### src/shared/tcu_cfg.svh
/*
 * Offsets, field positions, reset values and timing counts of the
 * timer/counter unit. Assumes byte addresses on a 32-bit AXI4-Lite bus.
 */
`ifndef TCU_CFG_SVH
`define TCU_CFG_SVH

// ----------------------------------------------------------------
// Register byte offsets
// ----------------------------------------------------------------
`define TCU_OFF_MODE   8'h00
`define TCU_OFF_CTRL   8'h04
`define TCU_OFF_T0     8'h08
`define TCU_OFF_T1     8'h0C
`define TCU_OFF_T2CTL  8'h10
`define TCU_OFF_T2     8'h14
`define TCU_OFF_T2CAP  8'h18

// ----------------------------------------------------------------
// Field positions
// ----------------------------------------------------------------
`define TCU_M_T0_MODE  1:0
`define TCU_M_T0_CT    2
`define TCU_M_T0_GATE  3
`define TCU_M_T1_MODE  5:4
`define TCU_M_T1_CT    6
`define TCU_M_T1_GATE  7
`define TCU_C_T0_RUN   0
`define TCU_C_T1_RUN   1
`define TCU_C_T0_FLAG  2
`define TCU_C_T1_FLAG  3
`define TCU_T2_CAPSEL  0
`define TCU_T2_CT      1
`define TCU_T2_RUN     2
`define TCU_T2_EXEN    3
`define TCU_T2_TX_BAUD_SOURCE_SELECT    4
`define TCU_T2_RCLK    5
`define TCU_T2_EXF     6
`define TCU_T2_TF      7

// ----------------------------------------------------------------
// Reset values, bus answers and timing
// ----------------------------------------------------------------
`define TCU_RST_BYTE   8'h00
`define TCU_RST_WORD   16'h0000
`define TCU_RESP_OKAY  2'h0
`define TCU_RESP_SLV   2'h2
`define TCU_MC_CLOCKS  3'h6
`define TCU_MC_LAST    (`TCU_MC_CLOCKS - 3'h1)

`endif

### src/shared/tcu_pkg.sv
/*
 * Types of the timer/counter unit.
 * Assumes tcu_cfg.svh supplies every number but the mode codes.
 */
package tcu_pkg;

	// Timer 0/1 operating modes
	typedef enum logic [1:0] {
		TCU_M13    = 2'h0,
		TCU_M16    = 2'h1,
		TCU_RELOAD = 2'h2,
		TCU_SPLIT  = 2'h3
	} tcu_mode_e;

endpackage

### src/logic/tcu_timers.sv
/*
 * Timers 0, 1 and 2 with an AXI4-Lite register slave.
 * Assumes one 10 MHz clock; pins are asynchronous and synchronised here.
 */
// Overview of operation
// - Timer 1 mode 2: low reloads from high
// - Timer 0 mode 2 works like timer 1
// - Timer 1 mode 3 freezes its count
// - Timer 0 mode 3: low byte own counter
// - Split high byte counts cycles, sets t1 flag
// - Timer 1 still runs, feeds baud pulses
// - Timer 2 function select: timer or counter
// - Timer 2 capture mode overflow sets flag
// - Trigger fall captures count, sets external flag
// - External flag requests like overflow flag
// - Timer 2 rollover reloads from capture bytes
// - Trigger fall forces reload in reload mode
// - Any clock select gives baud mode
// - Mode decode; run clear stops timer 2
// - No overflow flag in baud mode
// - Timer counts once per six clocks
// - Counter counts sampled high-then-low edges
// - Gate and run enable timers 0/1
`timescale 1ns/1ns
`include "tcu_cfg.svh"

module tcu_timers (
	input  wire logic        core_clk,
	input  wire logic        rst,
	input  wire logic [31:0] s_axi_awaddr,
	input  wire logic        s_axi_awvalid,
	output logic             s_axi_awready,
	input  wire logic [31:0] s_axi_wdata,
	input  wire logic [3:0]  s_axi_wstrb,
	input  wire logic        s_axi_wvalid,
	output logic             s_axi_wready,
	output logic [1:0]       s_axi_bresp,
	output logic             s_axi_bvalid,
	input  wire logic        s_axi_bready,
	input  wire logic [31:0] s_axi_araddr,
	input  wire logic        s_axi_arvalid,
	output logic             s_axi_arready,
	output logic [31:0]      s_axi_rdata,
	output logic [1:0]       s_axi_rresp,
	output logic             s_axi_rvalid,
	input  wire logic        s_axi_rready,
	input  wire logic        t0_count_pin,
	input  wire logic        t1_count_pin,
	input  wire logic        ext_irq0_pin,
	input  wire logic        ext_irq1_pin,
	input  wire logic        t2_count_pin,
	input  wire logic        t2_trigger_input,
	output logic             t0_overflow_flag,
	output logic             t1_overflow_flag,
	output logic             t2_overflow_flag,
	output logic             t2_external_flag,
	output logic             t1_overflow_pulse,
	output logic             t2_overflow_pulse,
	output logic             rx_baud_source_select,
	output logic             tx_baud_source_select
);

	// ------------------------------------------------------------
	// Machine cycle enable and pin sampling
	// ------------------------------------------------------------
	logic [2:0] mc_cnt;
	logic       mc_en;
	logic [5:0] pin_vec;
	logic [5:0] lvl;
	logic [5:0] fall;

	// Divide by six for the machine cycle
	always_ff @(posedge core_clk or posedge rst) begin
		if (rst) begin
			mc_cnt <= 3'h0;
		end else if (mc_cnt == `TCU_MC_LAST) begin
			mc_cnt <= 3'h0;
		end else begin
			mc_cnt <= mc_cnt + 3'h1;
		end
	end
	assign mc_en = (mc_cnt == `TCU_MC_LAST);

	assign pin_vec = {t2_trigger_input, t2_count_pin, ext_irq1_pin,
		ext_irq0_pin, t1_count_pin, t0_count_pin};

	// One sampler per pin, edges found once per machine cycle
	genvar gi;
	generate
		for (gi = 0; gi < 6; gi++) begin : g_pin
			tcu_pin_sampler u_smp (
				.core_clk  (core_clk),
				.rst       (rst),
				.pin       (pin_vec[gi]),
				.sample_en (mc_en),
				.level     (lvl[gi]),
				.fall      (fall[gi])
			);
		end
	endgenerate

	// ------------------------------------------------------------
	// Registers
	// ------------------------------------------------------------
	logic [7:0]  tmode;
	logic        t0_run;
	logic        t1_run;
	logic [7:0]  t0_lo, t0_hi, t1_lo, t1_hi;
	logic [7:0]  t2ctl;
	logic [15:0] t2_cnt, t2_cap;

	tcu_pkg::tcu_mode_e t0_mode, t1_mode;
	assign t0_mode = tcu_pkg::tcu_mode_e'(tmode[`TCU_M_T0_MODE]);
	assign t1_mode = tcu_pkg::tcu_mode_e'(tmode[`TCU_M_T1_MODE]);

	// ------------------------------------------------------------
	// AXI4-Lite slave
	// ------------------------------------------------------------
	logic        aw_got, w_got, wr_fire;
	logic [7:0]  aw_addr;
	logic [31:0] w_data, w_mask, wr_old, wval;
	logic [3:0]  w_strb;
	logic        wr_ok;
	logic [32:0] rd_word;

	// Read mux: bit 32 flags a mapped address
	function automatic logic [32:0] tcu_read(input logic [7:0] a);
		unique case (a)
			`TCU_OFF_MODE:  tcu_read = {1'b1, 24'h0, tmode};
			`TCU_OFF_CTRL:  tcu_read = {1'b1, 28'h0, t1_overflow_flag,
				t0_overflow_flag, t1_run, t0_run};
			`TCU_OFF_T0:    tcu_read = {1'b1, 16'h0, t0_hi, t0_lo};
			`TCU_OFF_T1:    tcu_read = {1'b1, 16'h0, t1_hi, t1_lo};
			`TCU_OFF_T2CTL: tcu_read = {1'b1, 24'h0, t2ctl};
			`TCU_OFF_T2:    tcu_read = {1'b1, 16'h0, t2_cnt};
			`TCU_OFF_T2CAP: tcu_read = {1'b1, 16'h0, t2_cap};
			default:        tcu_read = {1'b0, 32'h0};
		endcase
	endfunction

	assign s_axi_awready = ~aw_got & ~s_axi_bvalid;
	assign s_axi_wready  = ~w_got & ~s_axi_bvalid;
	assign s_axi_arready = ~s_axi_rvalid;
	assign wr_fire       = aw_got & w_got & ~s_axi_bvalid;

	// Address and data are held until both have arrived
	always_ff @(posedge core_clk or posedge rst) begin
		if (rst) begin
			aw_got  <= 1'b0;
			w_got   <= 1'b0;
			aw_addr <= 8'h00;
			w_data  <= 32'h0;
			w_strb  <= 4'h0;
		end else begin
			if (s_axi_awvalid & s_axi_awready) begin
				aw_got  <= 1'b1;
				aw_addr <= s_axi_awaddr[7:0];
			end else if (wr_fire) begin
				aw_got <= 1'b0;
			end
			if (s_axi_wvalid & s_axi_wready) begin
				w_got  <= 1'b1;
				w_data <= s_axi_wdata;
				w_strb <= s_axi_wstrb;
			end else if (wr_fire) begin
				w_got <= 1'b0;
			end
		end
	end

	// Byte lanes merged into the present register value
	always_comb begin
		for (int i = 0; i < 4; i++) begin
			w_mask[i*8 +: 8] = {8{w_strb[i]}};
		end
		{wr_ok, wr_old} = tcu_read(aw_addr);
		wval = (wr_old & ~w_mask) | (w_data & w_mask);
	end
	assign rd_word = tcu_read(s_axi_araddr[7:0]);

	// Write response and read data
	always_ff @(posedge core_clk or posedge rst) begin
		if (rst) begin
			s_axi_bvalid <= 1'b0;
			s_axi_bresp  <= `TCU_RESP_OKAY;
			s_axi_rvalid <= 1'b0;
			s_axi_rresp  <= `TCU_RESP_OKAY;
			s_axi_rdata  <= 32'h0;
		end else begin
			if (wr_fire) begin
				s_axi_bvalid <= 1'b1;
				s_axi_bresp  <= wr_ok ? `TCU_RESP_OKAY : `TCU_RESP_SLV;
			end else if (s_axi_bready) begin
				s_axi_bvalid <= 1'b0;
			end
			if (s_axi_arvalid & s_axi_arready) begin
				s_axi_rvalid <= 1'b1;
				s_axi_rdata  <= rd_word[31:0];
				s_axi_rresp  <= rd_word[32] ? `TCU_RESP_OKAY : `TCU_RESP_SLV;
			end else if (s_axi_rready) begin
				s_axi_rvalid <= 1'b0;
			end
		end
	end

	logic wr_mode, wr_ctrl, wr_t0, wr_t1, wr_t2c, wr_t2, wr_cap;
	assign wr_mode = wr_fire & (aw_addr == `TCU_OFF_MODE);
	assign wr_ctrl = wr_fire & (aw_addr == `TCU_OFF_CTRL);
	assign wr_t0   = wr_fire & (aw_addr == `TCU_OFF_T0);
	assign wr_t1   = wr_fire & (aw_addr == `TCU_OFF_T1);
	assign wr_t2c  = wr_fire & (aw_addr == `TCU_OFF_T2CTL);
	assign wr_t2   = wr_fire & (aw_addr == `TCU_OFF_T2);
	assign wr_cap  = wr_fire & (aw_addr == `TCU_OFF_T2CAP);

	// ------------------------------------------------------------
	// Timers 0 and 1
	// ------------------------------------------------------------
	// One count step: {overflow, high, low}
	function automatic logic [16:0] tcu_step(
		input tcu_pkg::tcu_mode_e m,
		input logic [7:0] hi,
		input logic [7:0] lo);
		logic [13:0] v13;
		v13 = {1'b0, hi, lo[4:0]} + 14'h0001;
		unique case (m)
			tcu_pkg::TCU_M13:    tcu_step = {v13[13], v13[12:5], lo[7:5],
				v13[4:0]};
			tcu_pkg::TCU_M16:    tcu_step = {1'b0, hi, lo} + 17'h00001;
			tcu_pkg::TCU_RELOAD: tcu_step = (lo == 8'hFF) ?
				{1'b1, hi, hi} : {1'b0, hi, lo + 8'h01};
			tcu_pkg::TCU_SPLIT:  tcu_step = (lo == 8'hFF) ?
				{1'b1, hi, 8'h00} : {1'b0, hi, lo + 8'h01};
		endcase
	endfunction

	logic        t0_en, t1_en, t0_tick, t0h_tick, t1_tick, t0_split;
	logic [16:0] t0_step, t1_step;
	logic        t0_ovf, t0h_ovf, t1_ovf;

	assign t0_split = (t0_mode == tcu_pkg::TCU_SPLIT);
	assign t0_en    = t0_run & (~tmode[`TCU_M_T0_GATE] | lvl[2]);
	assign t1_en    = t1_run & (~tmode[`TCU_M_T1_GATE] | lvl[3]);
	assign t0_tick  = t0_en & (tmode[`TCU_M_T0_CT] ? fall[0] : mc_en);
	assign t0h_tick = t0_split & t1_run & mc_en;
	assign t1_tick  = (t1_mode != tcu_pkg::TCU_SPLIT) & t1_en &
		(tmode[`TCU_M_T1_CT] ? fall[1] : mc_en);
	assign t0_step  = tcu_step(t0_mode, t0_hi, t0_lo);
	assign t1_step  = tcu_step(t1_mode, t1_hi, t1_lo);
	assign t0_ovf   = t0_tick & t0_step[16];
	assign t0h_ovf  = t0h_tick & (t0_hi == 8'hFF);
	assign t1_ovf   = t1_tick & t1_step[16];

	// Mode register
	always_ff @(posedge core_clk or posedge rst) begin
		if (rst) begin
			tmode <= `TCU_RST_BYTE;
		end else if (wr_mode) begin
			tmode <= wval[7:0];
		end
	end

	// Timer 0 count; in split mode the high byte counts on its own
	always_ff @(posedge core_clk or posedge rst) begin
		if (rst) begin
			{t0_hi, t0_lo} <= `TCU_RST_WORD;
		end else if (wr_t0) begin
			{t0_hi, t0_lo} <= wval[15:0];
		end else begin
			if (t0_tick) begin
				t0_lo <= t0_step[7:0];
			end
			if (t0_tick & ~t0_split) begin
				t0_hi <= t0_step[15:8];
			end else if (t0h_tick) begin
				t0_hi <= t0_hi + 8'h01;
			end
		end
	end

	// Timer 1 count, reload leaves the high byte alone
	always_ff @(posedge core_clk or posedge rst) begin
		if (rst) begin
			{t1_hi, t1_lo} <= `TCU_RST_WORD;
		end else if (wr_t1) begin
			{t1_hi, t1_lo} <= wval[15:0];
		end else if (t1_tick) begin
			{t1_hi, t1_lo} <= t1_step[15:0];
		end
	end

	// Run bits and overflow flags; a hardware set beats a clear
	always_ff @(posedge core_clk or posedge rst) begin
		if (rst) begin
			t0_run           <= 1'b0;
			t1_run           <= 1'b0;
			t0_overflow_flag <= 1'b0;
			t1_overflow_flag <= 1'b0;
		end else begin
			if (wr_ctrl) begin
				t0_run <= wval[`TCU_C_T0_RUN];
				t1_run <= wval[`TCU_C_T1_RUN];
			end
			t0_overflow_flag <= t0_ovf | (wr_ctrl ?
				wval[`TCU_C_T0_FLAG] : t0_overflow_flag);
			t1_overflow_flag <= (t1_ovf & ~t0_split) | t0h_ovf |
				(wr_ctrl ? wval[`TCU_C_T1_FLAG] : t1_overflow_flag);
		end
	end

	// ------------------------------------------------------------
	// Timer 2
	// ------------------------------------------------------------
	logic t2_baud, t2_capm, t2_tick, t2_trig, t2_ovf;

	assign t2_baud = t2ctl[`TCU_T2_RCLK] | t2ctl[`TCU_T2_TX_BAUD_SOURCE_SELECT];
	assign t2_capm = ~t2_baud & t2ctl[`TCU_T2_CAPSEL];
	assign t2_tick = t2ctl[`TCU_T2_RUN] &
		(t2ctl[`TCU_T2_CT] ? fall[4] : mc_en);
	assign t2_trig = t2ctl[`TCU_T2_EXEN] & fall[5];
	assign t2_ovf  = t2_tick & (t2_cnt == 16'hFFFF);

	// Timer 2 count: trigger reload, rollover reload or wrap
	always_ff @(posedge core_clk or posedge rst) begin
		if (rst) begin
			t2_cnt <= `TCU_RST_WORD;
		end else if (wr_t2) begin
			t2_cnt <= wval[15:0];
		end else if (t2_trig & ~t2_baud & ~t2_capm) begin
			t2_cnt <= t2_cap;
		end else if (t2_ovf) begin
			t2_cnt <= t2_capm ? 16'h0000 : t2_cap;
		end else if (t2_tick) begin
			t2_cnt <= t2_cnt + 16'h0001;
		end
	end

	// Capture/reload bytes
	always_ff @(posedge core_clk or posedge rst) begin
		if (rst) begin
			t2_cap <= `TCU_RST_WORD;
		end else if (t2_trig & t2_capm) begin
			t2_cap <= t2_cnt;
		end else if (wr_cap) begin
			t2_cap <= wval[15:0];
		end
	end

	// Control byte; flags set by hardware win over a clear
	always_ff @(posedge core_clk or posedge rst) begin
		if (rst) begin
			t2ctl <= `TCU_RST_BYTE;
		end else begin
			if (wr_t2c) begin
				t2ctl <= wval[7:0];
			end
			if (t2_ovf & ~t2_baud) begin
				t2ctl[`TCU_T2_TF] <= 1'b1;
			end
			if (t2_trig) begin
				t2ctl[`TCU_T2_EXF] <= 1'b1;
			end
		end
	end

	// Flag outputs and baud pulses
	assign t2_overflow_flag      = t2ctl[`TCU_T2_TF];
	assign t2_external_flag      = t2ctl[`TCU_T2_EXF];
	assign rx_baud_source_select = t2ctl[`TCU_T2_RCLK];
	assign tx_baud_source_select = t2ctl[`TCU_T2_TX_BAUD_SOURCE_SELECT];
	always_ff @(posedge core_clk or posedge rst) begin
		if (rst) begin
			t1_overflow_pulse <= 1'b0;
			t2_overflow_pulse <= 1'b0;
		end else begin
			t1_overflow_pulse <= t1_ovf;
			t2_overflow_pulse <= t2_ovf;
		end
	end
endmodule // tcu_timers

### src/logic/tcu_pin_sampler.sv
/*
 * Pin synchroniser and once-per-machine-cycle falling edge finder.
 * Assumes sample_en is a one-cycle pulse on core_clk.
 */
`timescale 1ns/1ns

module tcu_pin_sampler (
	input  wire logic core_clk,
	input  wire logic rst,
	input  wire logic pin,
	input  wire logic sample_en,
	output logic      level,
	output logic      fall
);

	logic sync1;
	logic prev;

	// Two-flop synchroniser, level is the second flop
	always_ff @(posedge core_clk or posedge rst) begin
		if (rst) begin
			sync1 <= 1'b0;
			level <= 1'b0;
		end else begin
			sync1 <= pin;
			level <= sync1;
		end
	end

	// Sample held from the previous machine cycle
	always_ff @(posedge core_clk or posedge rst) begin
		if (rst) begin
			prev <= 1'b0;
		end else if (sample_en) begin
			prev <= level;
		end
	end

	// High in one sample, low in the next
	assign fall = sample_en & prev & ~level;

endmodule // tcu_pin_sampler

### config.mk
export PLATFORM = sky130hd
export DESIGN_NAME = tcu_timers
export DESIGN_NICKNAME = d
export VERILOG_FILES = /design/src/shared/tcu_pkg.sv /design/src/logic/tcu_timers.sv /design/src/logic/tcu_pin_sampler.sv
export VERILOG_INCLUDE_DIRS = /design/src /design/src/shared
export SDC_FILE = /design/constraint.sdc
export NUM_CORES = 1
export LEC_CHECK = 0
export ABC_AREA = 1
export BUFFER_PORTS_ARGS = -buffer_cell sky130_fd_sc_hd__buf_2
export CORE_UTILIZATION = 40
export DETAILED_ROUTE_END_ITERATION = 8
export SLEW_MARGIN = 20
export SYNTH_ARGS = -nofsm -noshare
export SYNTH_HDL_FRONTEND = slang
export SYNTH_SLANG_ARGS = --single-unit
### constraint.sdc
create_clock -name core_clk -period 9.45 [get_ports core_clk]
set_input_delay 0.945 -clock core_clk [delete_from_list [all_inputs] [get_ports core_clk]]
set_output_delay 0.945 -clock core_clk [all_outputs]
set_load 0.02 [all_outputs]
==> results.toml, run 1 <==
[finish]
postLayoutCoreUtil = 0.455
drive_above_1_share = 0.106
syn2layout_area_growth_pct = 10.7
stdcell_count = 1884
mostFrequentLayoutCells = "468 x nand2_1, 227 x nand3_1, 153 x dfrtp_1"
final_common_cell = "nand2_1"
antenna_cells = 0
nets = 1664

[power_and_ir_drop]
vdd_drop_max_v = 0.000137
p_int_mw = 1.20
power_frac_clock = 0.372
power.leakage_nw = 5.31
power_density_nw_per_um2 = 163
swShare = 0.342
p_seq_frac = 0.425
switchingPower_uw = 623
p_comb_frac = 0.203

[route]
drt-pass1-iter-count = 5
via_per_inst = 5.39
via_count = 10200
wl_per_cell_um = 18.2
ant_nets = 0
drt_iter0_drc = 888
detail_route.drc_violations = 0
routed_wl_mm = 34.3

[die]
fp-row-count = 57
ios = 162
die_w_um = 161
die_h_um = 161
dieArea_um2 = 25800
initial_core_util = 0.410
core_um2 = 24500

[cts]
ctsResizeCount = 0
cts.htree.levels = 4
cts-root-buf = "clkbuf_16"
cts_made_buffers = 17
cts_sinks = 153
cts_hold_buffers = 0
cts_tree = "yes"
cts.clk_slew.worst_paths_ns = 0.07
clock_latency_ns = 0.44
cts_buffer_depth = 2
post-cts-setup-buffer-count = 0

[critical_path]
crit_buf_inv = 2
critPathLaunch = "aw_addr[6]"
crit_path_max_fanout = 28
reg2reg_depth = 8
worstPathArrival_ns = 3.48
cp_common_cell = "nand3_1"
reg2reg_slack_ns = 6.30
crit_chain = "inv_1 > nand2_1 > nor2_4 > nand3_1 > clkinv_1 > nand3_1 > nand3_1 > nand2_1"
critPathCaptureType = "register"
worstPathRequired_ns = 9.78
crit_path_top_delay_cell = "nand3_1"
worst-setup-path-type = "reg -> reg"
r2r_start = "aw_addr[6]"
startpoint_type = "register"
critical_path.max_stage_delay_ns = 0.68
cp_top_family = "simple AND/OR/NAND/NOR gates"
r2r-end = "t0_hi[1]"

[timing]
finalMaxSlewViolations = 0
setup_tns_ns = 0
fin_crit_sh = 0.333
worst_pin_slew_ns = 0.956
hold_violations = 0
maxSlewHeadroom = 0.363
finClkSkew_ns = 0.0173
setup_slack_ns = 6.30
rsz0062_at_grt = "no"
fmax_mhz = 318
setup_violations = 0
timing.hold.ws_ns = 0.350
period_minus_slack_ns = 3.15

[yosys]
netlist_instances = 1493
ys_seq_elements = 153
seq_area_frac_synth = 0.380
synth_area_um2 = 10100
ys_warn_count = 0
synth_cell_type_count = 39
syn_area_per_cell_um2 = 6.74

[global_routing]
grt_max_degree = 80
antenna_found_initial = 0
track_usage = 0.272
grt_use_met1 = 0.374
grt-busiest-layer = "met2"
use_met2 = 0.433
grt_pass1_wl_mm = 53.7
grt_overflow = 0
grt_pass1_vias = 9523
grt.met3_usage = 0.0483

[hold_path]
holdPathEnd = "g_pin[0].u_smp.level"
hold-path-cell-count = 0
hold_class = "reg -> reg"
hold_start = "g_pin[0].u_smp.sync1"

[placed_design]
place_congestion = 0.986
pre_cts_slack_ns = 6.38
dp_hpwl_mm = 26.4
dp_cells = 1852
io_buffers = 77

[status]
status = "finished, final reports clean"

[job]
max_cap_viol_count = 0
[sequential cells by signal, summed over array words and instances, names as in the netlist, 6 cells and up]
register / count
w_data: 16
g_pin.u_smp.level: 6
tmode: 8
t0_hi: 8
t2ctl: 8
t1_lo: 8
t1_hi: 8
t0_lo: 8
g_pin.u_smp.sync1: 6
t2_cnt: 16
s_axi_rdata: 16
t2_cap: 16
aw_addr: 8
[layer usage]
metal	share of wire	vias to the layer above
met5	0	-
li1	-	4957
met3	0.072	54
met1	0.45	4775
met2	0.46	373
met4	0.023	0
[worst register-to-register path, cell delays in order (launching register included)]
cell	delay (ns)
dfrtp_1	0.38
inv_1	0.07
nand2_1	0.13
nor2_4	0.59
nand3_1	0.70
clkinv_1	0.66
nand3_1	0.33
nand3_1	0.15
nand2_1	0.05
[power by group through the flow]
stage	clock network, mW	logic [mW]	registers, mW
finish	0.677	0.369	0.775
global route	0.710	0.402	0.786
CTS	0.687	0.366	0.776
detailed placement	0	0.365	0.788
global placement	0	0.362	0.785
floorplan	0	0.259	0.769
[final cells by class]
class                      count  area [um2]
tap                          324         405
multi-input combinational   1149        5390
fill                        2611       13400
inverter                     144         547
sequential                   153        3830
timing repair buffer          82         423
clock inverter                12         115
clock buffer                  20         447
[cells by family (layout without fill, tap and decap cells)]
| family | after synthesis | count (layout) | share of synthesized area |
|---|---|---|---|
| flops | 153 | 153 | 0.380 |
| buf+inv | 208 | 258 | 0.0912 |
| xor+xnor | 13 | 13 | 0.0113 |
| fa+ha+maj | 4 | 4 | 0.00497 |
| other cells | 1 | 18 | 0.000372 |
| simple gates | 881 | 881 | 0.378 |
| mux | 16 | 16 | 0.0179 |
| compound gates | 217 | 217 | 0.116 |
[cells in the mapped netlist, drive strengths merged]
cell type	n	area, um2
nand2	479	1840
nand3	229	1160
dfrtp	153	3830
nor2	146	628
inv	141	529
o21ai	131	656
buf	49	318
a21oi	45	225
o22ai	17	106
mux2	16	180
clkbuf	15	58.8
nor3	15	109
o211ai	14	105
xor2	12	105
nand4	10	62.6
a22oi	5	37.5
ha	4	50.1
clkinv	3	12.5
a31oi	2	12.5
a21boi	1	7.51
a311oi	1	8.76
and2	1	6.26
conb	1	3.75
nand3b	1	11.3
o31ai	1	7.51
xnor2	1	8.76
[stage by stage]
step,instance area (um2),power [mW]
global placement,10600,1.15
floorplan,10100,1.03
global route,11200,1.90
CTS,11200,1.83
finish,11200,1.82
detailed placement,10600,1.15
[worst max path at each step]
stage / to / slack (ns) / depth (start not counted)
after CTS: t0_hi[1] / 6.36 / 8
after global routing: t0_hi[1] / 6.12 / 8
after floorplan: aw_addr[0] / 4.38 / 1
after detailed placement: s_axi_rdata[8] / 6.38 / 8
final: t0_hi[1] / 6.30 / 8
after global placement: t0_hi[1] / 6.34 / 8
No activity file was read; power rests on OpenSTA's default activity.
==> inputs of run 2 (changes only) <==
==> constraint.sdc (replaced) <==
create_clock -name core_clk -period 3.1 [get_ports core_clk]
set_input_delay 0.31 -clock core_clk [delete_from_list [all_inputs] [get_ports core_clk]]
set_output_delay 0.31 -clock core_clk [all_outputs]
set_load 0.02 [all_outputs]
==> results.toml, run 2 (same netlist as run 1, synthesis figures left out) <==
[critical_path]
crit_chain = "inv_1 > nand2_2 > nor2_2 > buf_4 > nand3_1 > o21ai_0 > nor2_1 > nand2_1 > nand2_1 > nand2_1 > nand2_1 > o21ai_0"
cp_top_family = "simple AND/OR/NAND/NOR gates"
crit_path_max_fanout = 11
reg2reg_depth = 12
critPathCaptureType = "register"
worstPathRequired_ns = 3.45
crit_path_top_delay_cell = "nor2_2"
critical_path.max_stage_delay_ns = 0.59
worst-setup-path-type = "reg -> reg"
r2r-end = "tmode[3]"
worstPathArrival_ns = 2.71
reg2reg_slack_ns = 0.74
startpoint_type = "register"
crit_buf_inv = 2
r2r_start = "aw_addr[1]"
cp_common_cell = "nand2_1"

[status]
status = "finished, final reports clean"

[global_routing]
grt_overflow = 0
grt_max_degree = 58
track_usage = 0.270
grt_pass1_vias = 9490
antenna_found_initial = 0
grt_pass1_wl_mm = 53.5

[placed_design]
dp_cells = 1871
dpl_cell_area_um2 = 10800
dp_hpwl_mm = 26.9
place_congestion = 0.997
io_buffers = 77
pre_cts_slack_ns = 0.793

[cts]
post-cts-setup-buffer-count = 0
ctsResizeCount = 0
cts_tree = "yes"
cts_sinks = 153
cts.htree.levels = 4
cts_buffer_depth = 2
cts_made_buffers = 17
cts-root-buf = "clkbuf_16"
cts_hold_buffers = 6
cts.clk_slew.worst_paths_ns = 0.07
clock_latency_ns = 0.43

[timing]
fin_crit_sh = 0.762
finalMaxSlewViolations = 0
rsz0062_at_grt = "no"
maxSlewHeadroom = 0.404
timing.hold.ws_ns = 0.0425
worst_pin_slew_ns = 0.892
setup_violations = 0
setup_tns_ns = 0
fmax_mhz = 424
finClkSkew_ns = 0.0132
period_minus_slack_ns = 2.36
hold_violations = 0
setup_slack_ns = 0.739

[route]
routed_wl_mm = 34.5
drt_iter0_drc = 900
detail_route.drc_violations = 0
via_per_inst = 5.43
drt-pass1-iter-count = 7
wl_per_cell_um = 18.1
via_count = 10400
ant_nets = 0

[finish]
stdcell_count = 1909
drive_above_1_share = 0.117
postLayoutCoreUtil = 0.465
nets = 1689
antenna_cells = 0
mostFrequentLayoutCells = "468 x nand2_1, 227 x nand3_1, 153 x dfrtp_1"
syn2layout_area_growth_pct = 13.2
final_common_cell = "nand2_1"
fin_area_um2 = 11400

[hold_path]
hold-path-cell-count = 2
hold_class = "in -> reg"
hold_start = "s_axi_bready"
holdPathEnd = "s_axi_bvalid"

[die]
die_w_um = 161
dieArea_um2 = 25800
ios = 162
die_h_um = 161
fp-row-count = 57
initial_core_util = 0.410
core_um2 = 24500

[power_and_ir_drop]
power.leakage_nw = 5.44
power.total_mw = 5.64
power_density_nw_per_um2 = 495
vdd_drop_max_v = 0.000338

[job]
max_cap_viol_count = 0
## run 2: changes by cell type in the layout (fill, tap and decap cells not counted), sizes merged
cell	delta
clkinv	+3
buf	+19
bufinv	+1
inv	-3
clkbuf	-1
dlygate4sd3	+6
## run 2: power by group
group          total, mW  internal [mW]  leakage (nW)  switching (mW)
combinational       1.18          0.338          3.15           0.842
clock               2.09           1.19         0.278           0.900
sequential          2.36           2.21          2.01           0.153
total               5.64           3.74          5.44            1.90
## run 2: cell type report
cell class | instances | area [um2]
tap | 324 | 405
fill | 2593 | 13100
multi-input combinational | 1149 | 5390
clock buffer | 19 | 433
timing repair buffer | 107 | 651
inverter | 144 | 546
sequential | 153 | 3830
clock inverter | 13 | 146
## run 2: routing by layer
layer,share of wire,global-route usage,vias to the layer above,routed length (um)
met5,0,0,-,0
met4,0.020,0.0775,0,691
met3,0.075,0.0333,54,2570
met2,0.46,0.431,446,15800
met1,0.45,0.381,4856,15400
li1,-,-,5017,-
## run 2: worst max-delay path by stage
| stage | startpoint | end | slack [ns] | depth (start not counted) |
|---|---|---|---|---|
| 2_1_floorplan | rst | aw_addr[0] | 0.86 | 1 |
| 3_3_place_gp | s_axi_araddr[1] | s_axi_rdata[7] | 0.78 | 8 |
| 3_5_place_dp | s_axi_araddr[1] | s_axi_rdata[7] | 0.79 | 8 |
| 4_1_cts | t2_cnt[0] | t2_cnt[8] | 0.79 | 11 |
| 5_1_grt | aw_addr[1] | t2_cap[3] | 0.60 | 12 |
| 6_report | aw_addr[1] | tmode[3] | 0.74 | 12 |
## run 2: worst register-to-register path, cell delays in order (launching register included)
cell and delay (ns):
dfrtp_1 0.38, inv_1 0.08, nand2_2 0.11, nor2_2 0.59
buf_4 0.27, nand3_1 0.07, o21ai_0 0.09, nor2_1 0.06
nand2_1 0.05, nand2_1 0.08, nand2_1 0.32, nand2_1 0.09
o21ai_0 0.09
==> inputs of run 3 (changes only) <==
==> constraint.sdc (replaced) <==
create_clock -name core_clk -period 2.4 [get_ports core_clk]
set_input_delay 0.24 -clock core_clk [delete_from_list [all_inputs] [get_ports core_clk]]
set_output_delay 0.24 -clock core_clk [all_outputs]
set_load 0.02 [all_outputs]
==> results.toml, run 3 (same netlist as run 1, synthesis figures left out) <==
[route]
drt_iter0_drc = 1093
drt-pass1-iter-count = 6
routed_wl_mm = 35.1
detail_route.drc_violations = 0
wl_per_cell_um = 18.1
via_count = 10500
via_per_inst = 5.45
ant_nets = 0

[cts]
clock_latency_ns = 0.44
cts_sinks = 153
post-cts-setup-buffer-count = 0
cts_tree = "yes"
cts.htree.levels = 4
cts_made_buffers = 17
cts-root-buf = "clkbuf_16"
cts_buffer_depth = 2
cts.clk_slew.worst_paths_ns = 0.07

[critical_path]
crit_path_top_delay_cell = "nor3_4"
worstPathArrival_ns = 2.53
critPathCaptureType = "register"
worstPathRequired_ns = 2.72
crit_chain = "ha_1 > nand2_1 > nor2_1 > nand2_1 > nor2_2 > nand2_4 > nand2_4 > nor3_4 > inv_1 > nand3_1 > nand2_1"
worst-setup-path-type = "reg -> reg"
critical_path.max_stage_delay_ns = 0.52
cp_common_cell = "nand2_1"
startpoint_type = "register"
crit_path_max_fanout = 13

[timing]
fmax_mhz = 452
finalMaxSlewViolations = 0
finClkSkew_ns = 0.0133
maxSlewHeadroom = 0.474
worst_pin_slew_ns = 0.784
fin_crit_sh = 0.922
hold_violations = 0
setup_violations = 0
rsz0062_at_grt = "no"
period_minus_slack_ns = 2.21
setup_tns_ns = 0

[placed_design]
io_buffers = 77
place_congestion = 0.970
dp_hpwl_mm = 27.1

[finish]
regArea_um2 = 3830
nFillCells = 2540
nets = 1716
drive_above_1_share = 0.132
multiInputGateArea_um2 = 5400
antenna_cells = 0
final_common_cell = "nand2_1"
syn2layout_area_growth_pct = 15.2
mostFrequentLayoutCells = "466 x nand2_1, 227 x nand3_1, 153 x dfrtp_1"

[global_routing]
grt_pass1_vias = 9906
track_usage = 0.279
antenna_found_initial = 0
grt_max_degree = 75
grt_pass1_wl_mm = 55.3
grt_overflow = 0

[status]
status = "finished, final reports clean"

[die]
ios = 162
fp-row-count = 57
die_w_um = 161
dieArea_um2 = 25800
initial_core_util = 0.410
core_um2 = 24500
die_h_um = 161

[hold_path]
hold_class = "in -> reg"

[job]
max_cap_viol_count = 0

[power_and_ir_drop]
power.total_mw = 7.16
power_density_nw_per_um2 = 617
power.leakage_nw = 5.55
vdd_drop_max_v = 0.000501
-- run 3: changes by cell type in the layout (fill, tap and decap cells not counted), moves of 2 or more --
cell,change
nand2_1,-2
clkinv_4,-4
clkbuf_8,+2
nand2_2,+2
bufinv_16,-2
buf_4,+23
clkinvlp_4,+4
dlygate4sd3_1,+2
-- run 3: where the power goes --
part	total, mW	switching [mW]	internal, mW
clock network	2.58	1.19	1.39
registers	3.04	0.188	2.85
logic	1.53	1.08	0.448
-- run 3: per-layer routing --
layer  vias to the layer above  track usage  share of wire
li1                       5060            -              -
met5                         -            0              0
met3                        72       0.0473          0.071
met1                      4951        0.385           0.44
met4                         0       0.0978          0.031
met2                       463        0.440           0.45
-- run 3: layout make-up --
cell class | count | area share
repair buffers | 133 | 0.0744
inverters | 144 | 0.0474
flip-flops and latches | 153 | 0.330
well taps | 324 | 0.0350
clock buffers | 21 | 0.0397
clock inverters | 11 | 0.00766
multi-input cells | 1150 | 0.466
-- run 3: timing repair --
item / 4_1_cts / 5_1_grt
hold endpoints to repair: 25 / 0
pin swaps: 1 / 0
setup endpoints to repair: 5 / 30
gates cloned: 1 / 0
hold buffers: 8 / 0
resized for setup: 0 / 3
-- run 3: worst paths after layout --
path | start | end | slack (ns) | cells past startpoint
worst max-delay path | t2_cnt[0] | t2_cnt[9] | 0.19 | 11
worst min-delay path | s_axi_rready | s_axi_rvalid | 0.007 | 2
worst max register to register | t2_cnt[0] | t2_cnt[9] | 0.19 | 11
worst min register to register | g_pin[2].u_smp.sync1 | g_pin[2].u_smp.level | 0.35 | 0
max in group asynchronous | rst | t2_cnt[0] | 1.25 | 4
min in group asynchronous | rst | tmode[0] | 0.39 | 3
-- run 3: worst max-delay path: cells and delay by family, from the launching register on --
kind / cells / cell delay, ns
adders and majority gates: 1 / 0.21
DFF: 1 / 0.38
buffers and inverters: 1 / 0.31
and+or+nand+nor: 9 / 1.20
-- run 3: stage by stage --
step / utilization / cell area [um2] / worst slack (ns) / instances / hold WS (ns)
final: 0.473 / 11600 / 0.187 / 1936 / 0.00741
after global routing: 0.473 / 11600 / 0.00154 / 1936 / 0.0279
after CTS: 0.472 / 11600 / 0.136 / 1936 / 0.0120
after detailed placement: 0.446 / 10900 / -0.00985 / 1895 / 0.309
after global placement: 0.446 / 10900 / 0.0477 / 1895 / 0.305
after floorplan: - / 10100 / 0.229 / 1510 / 0.271
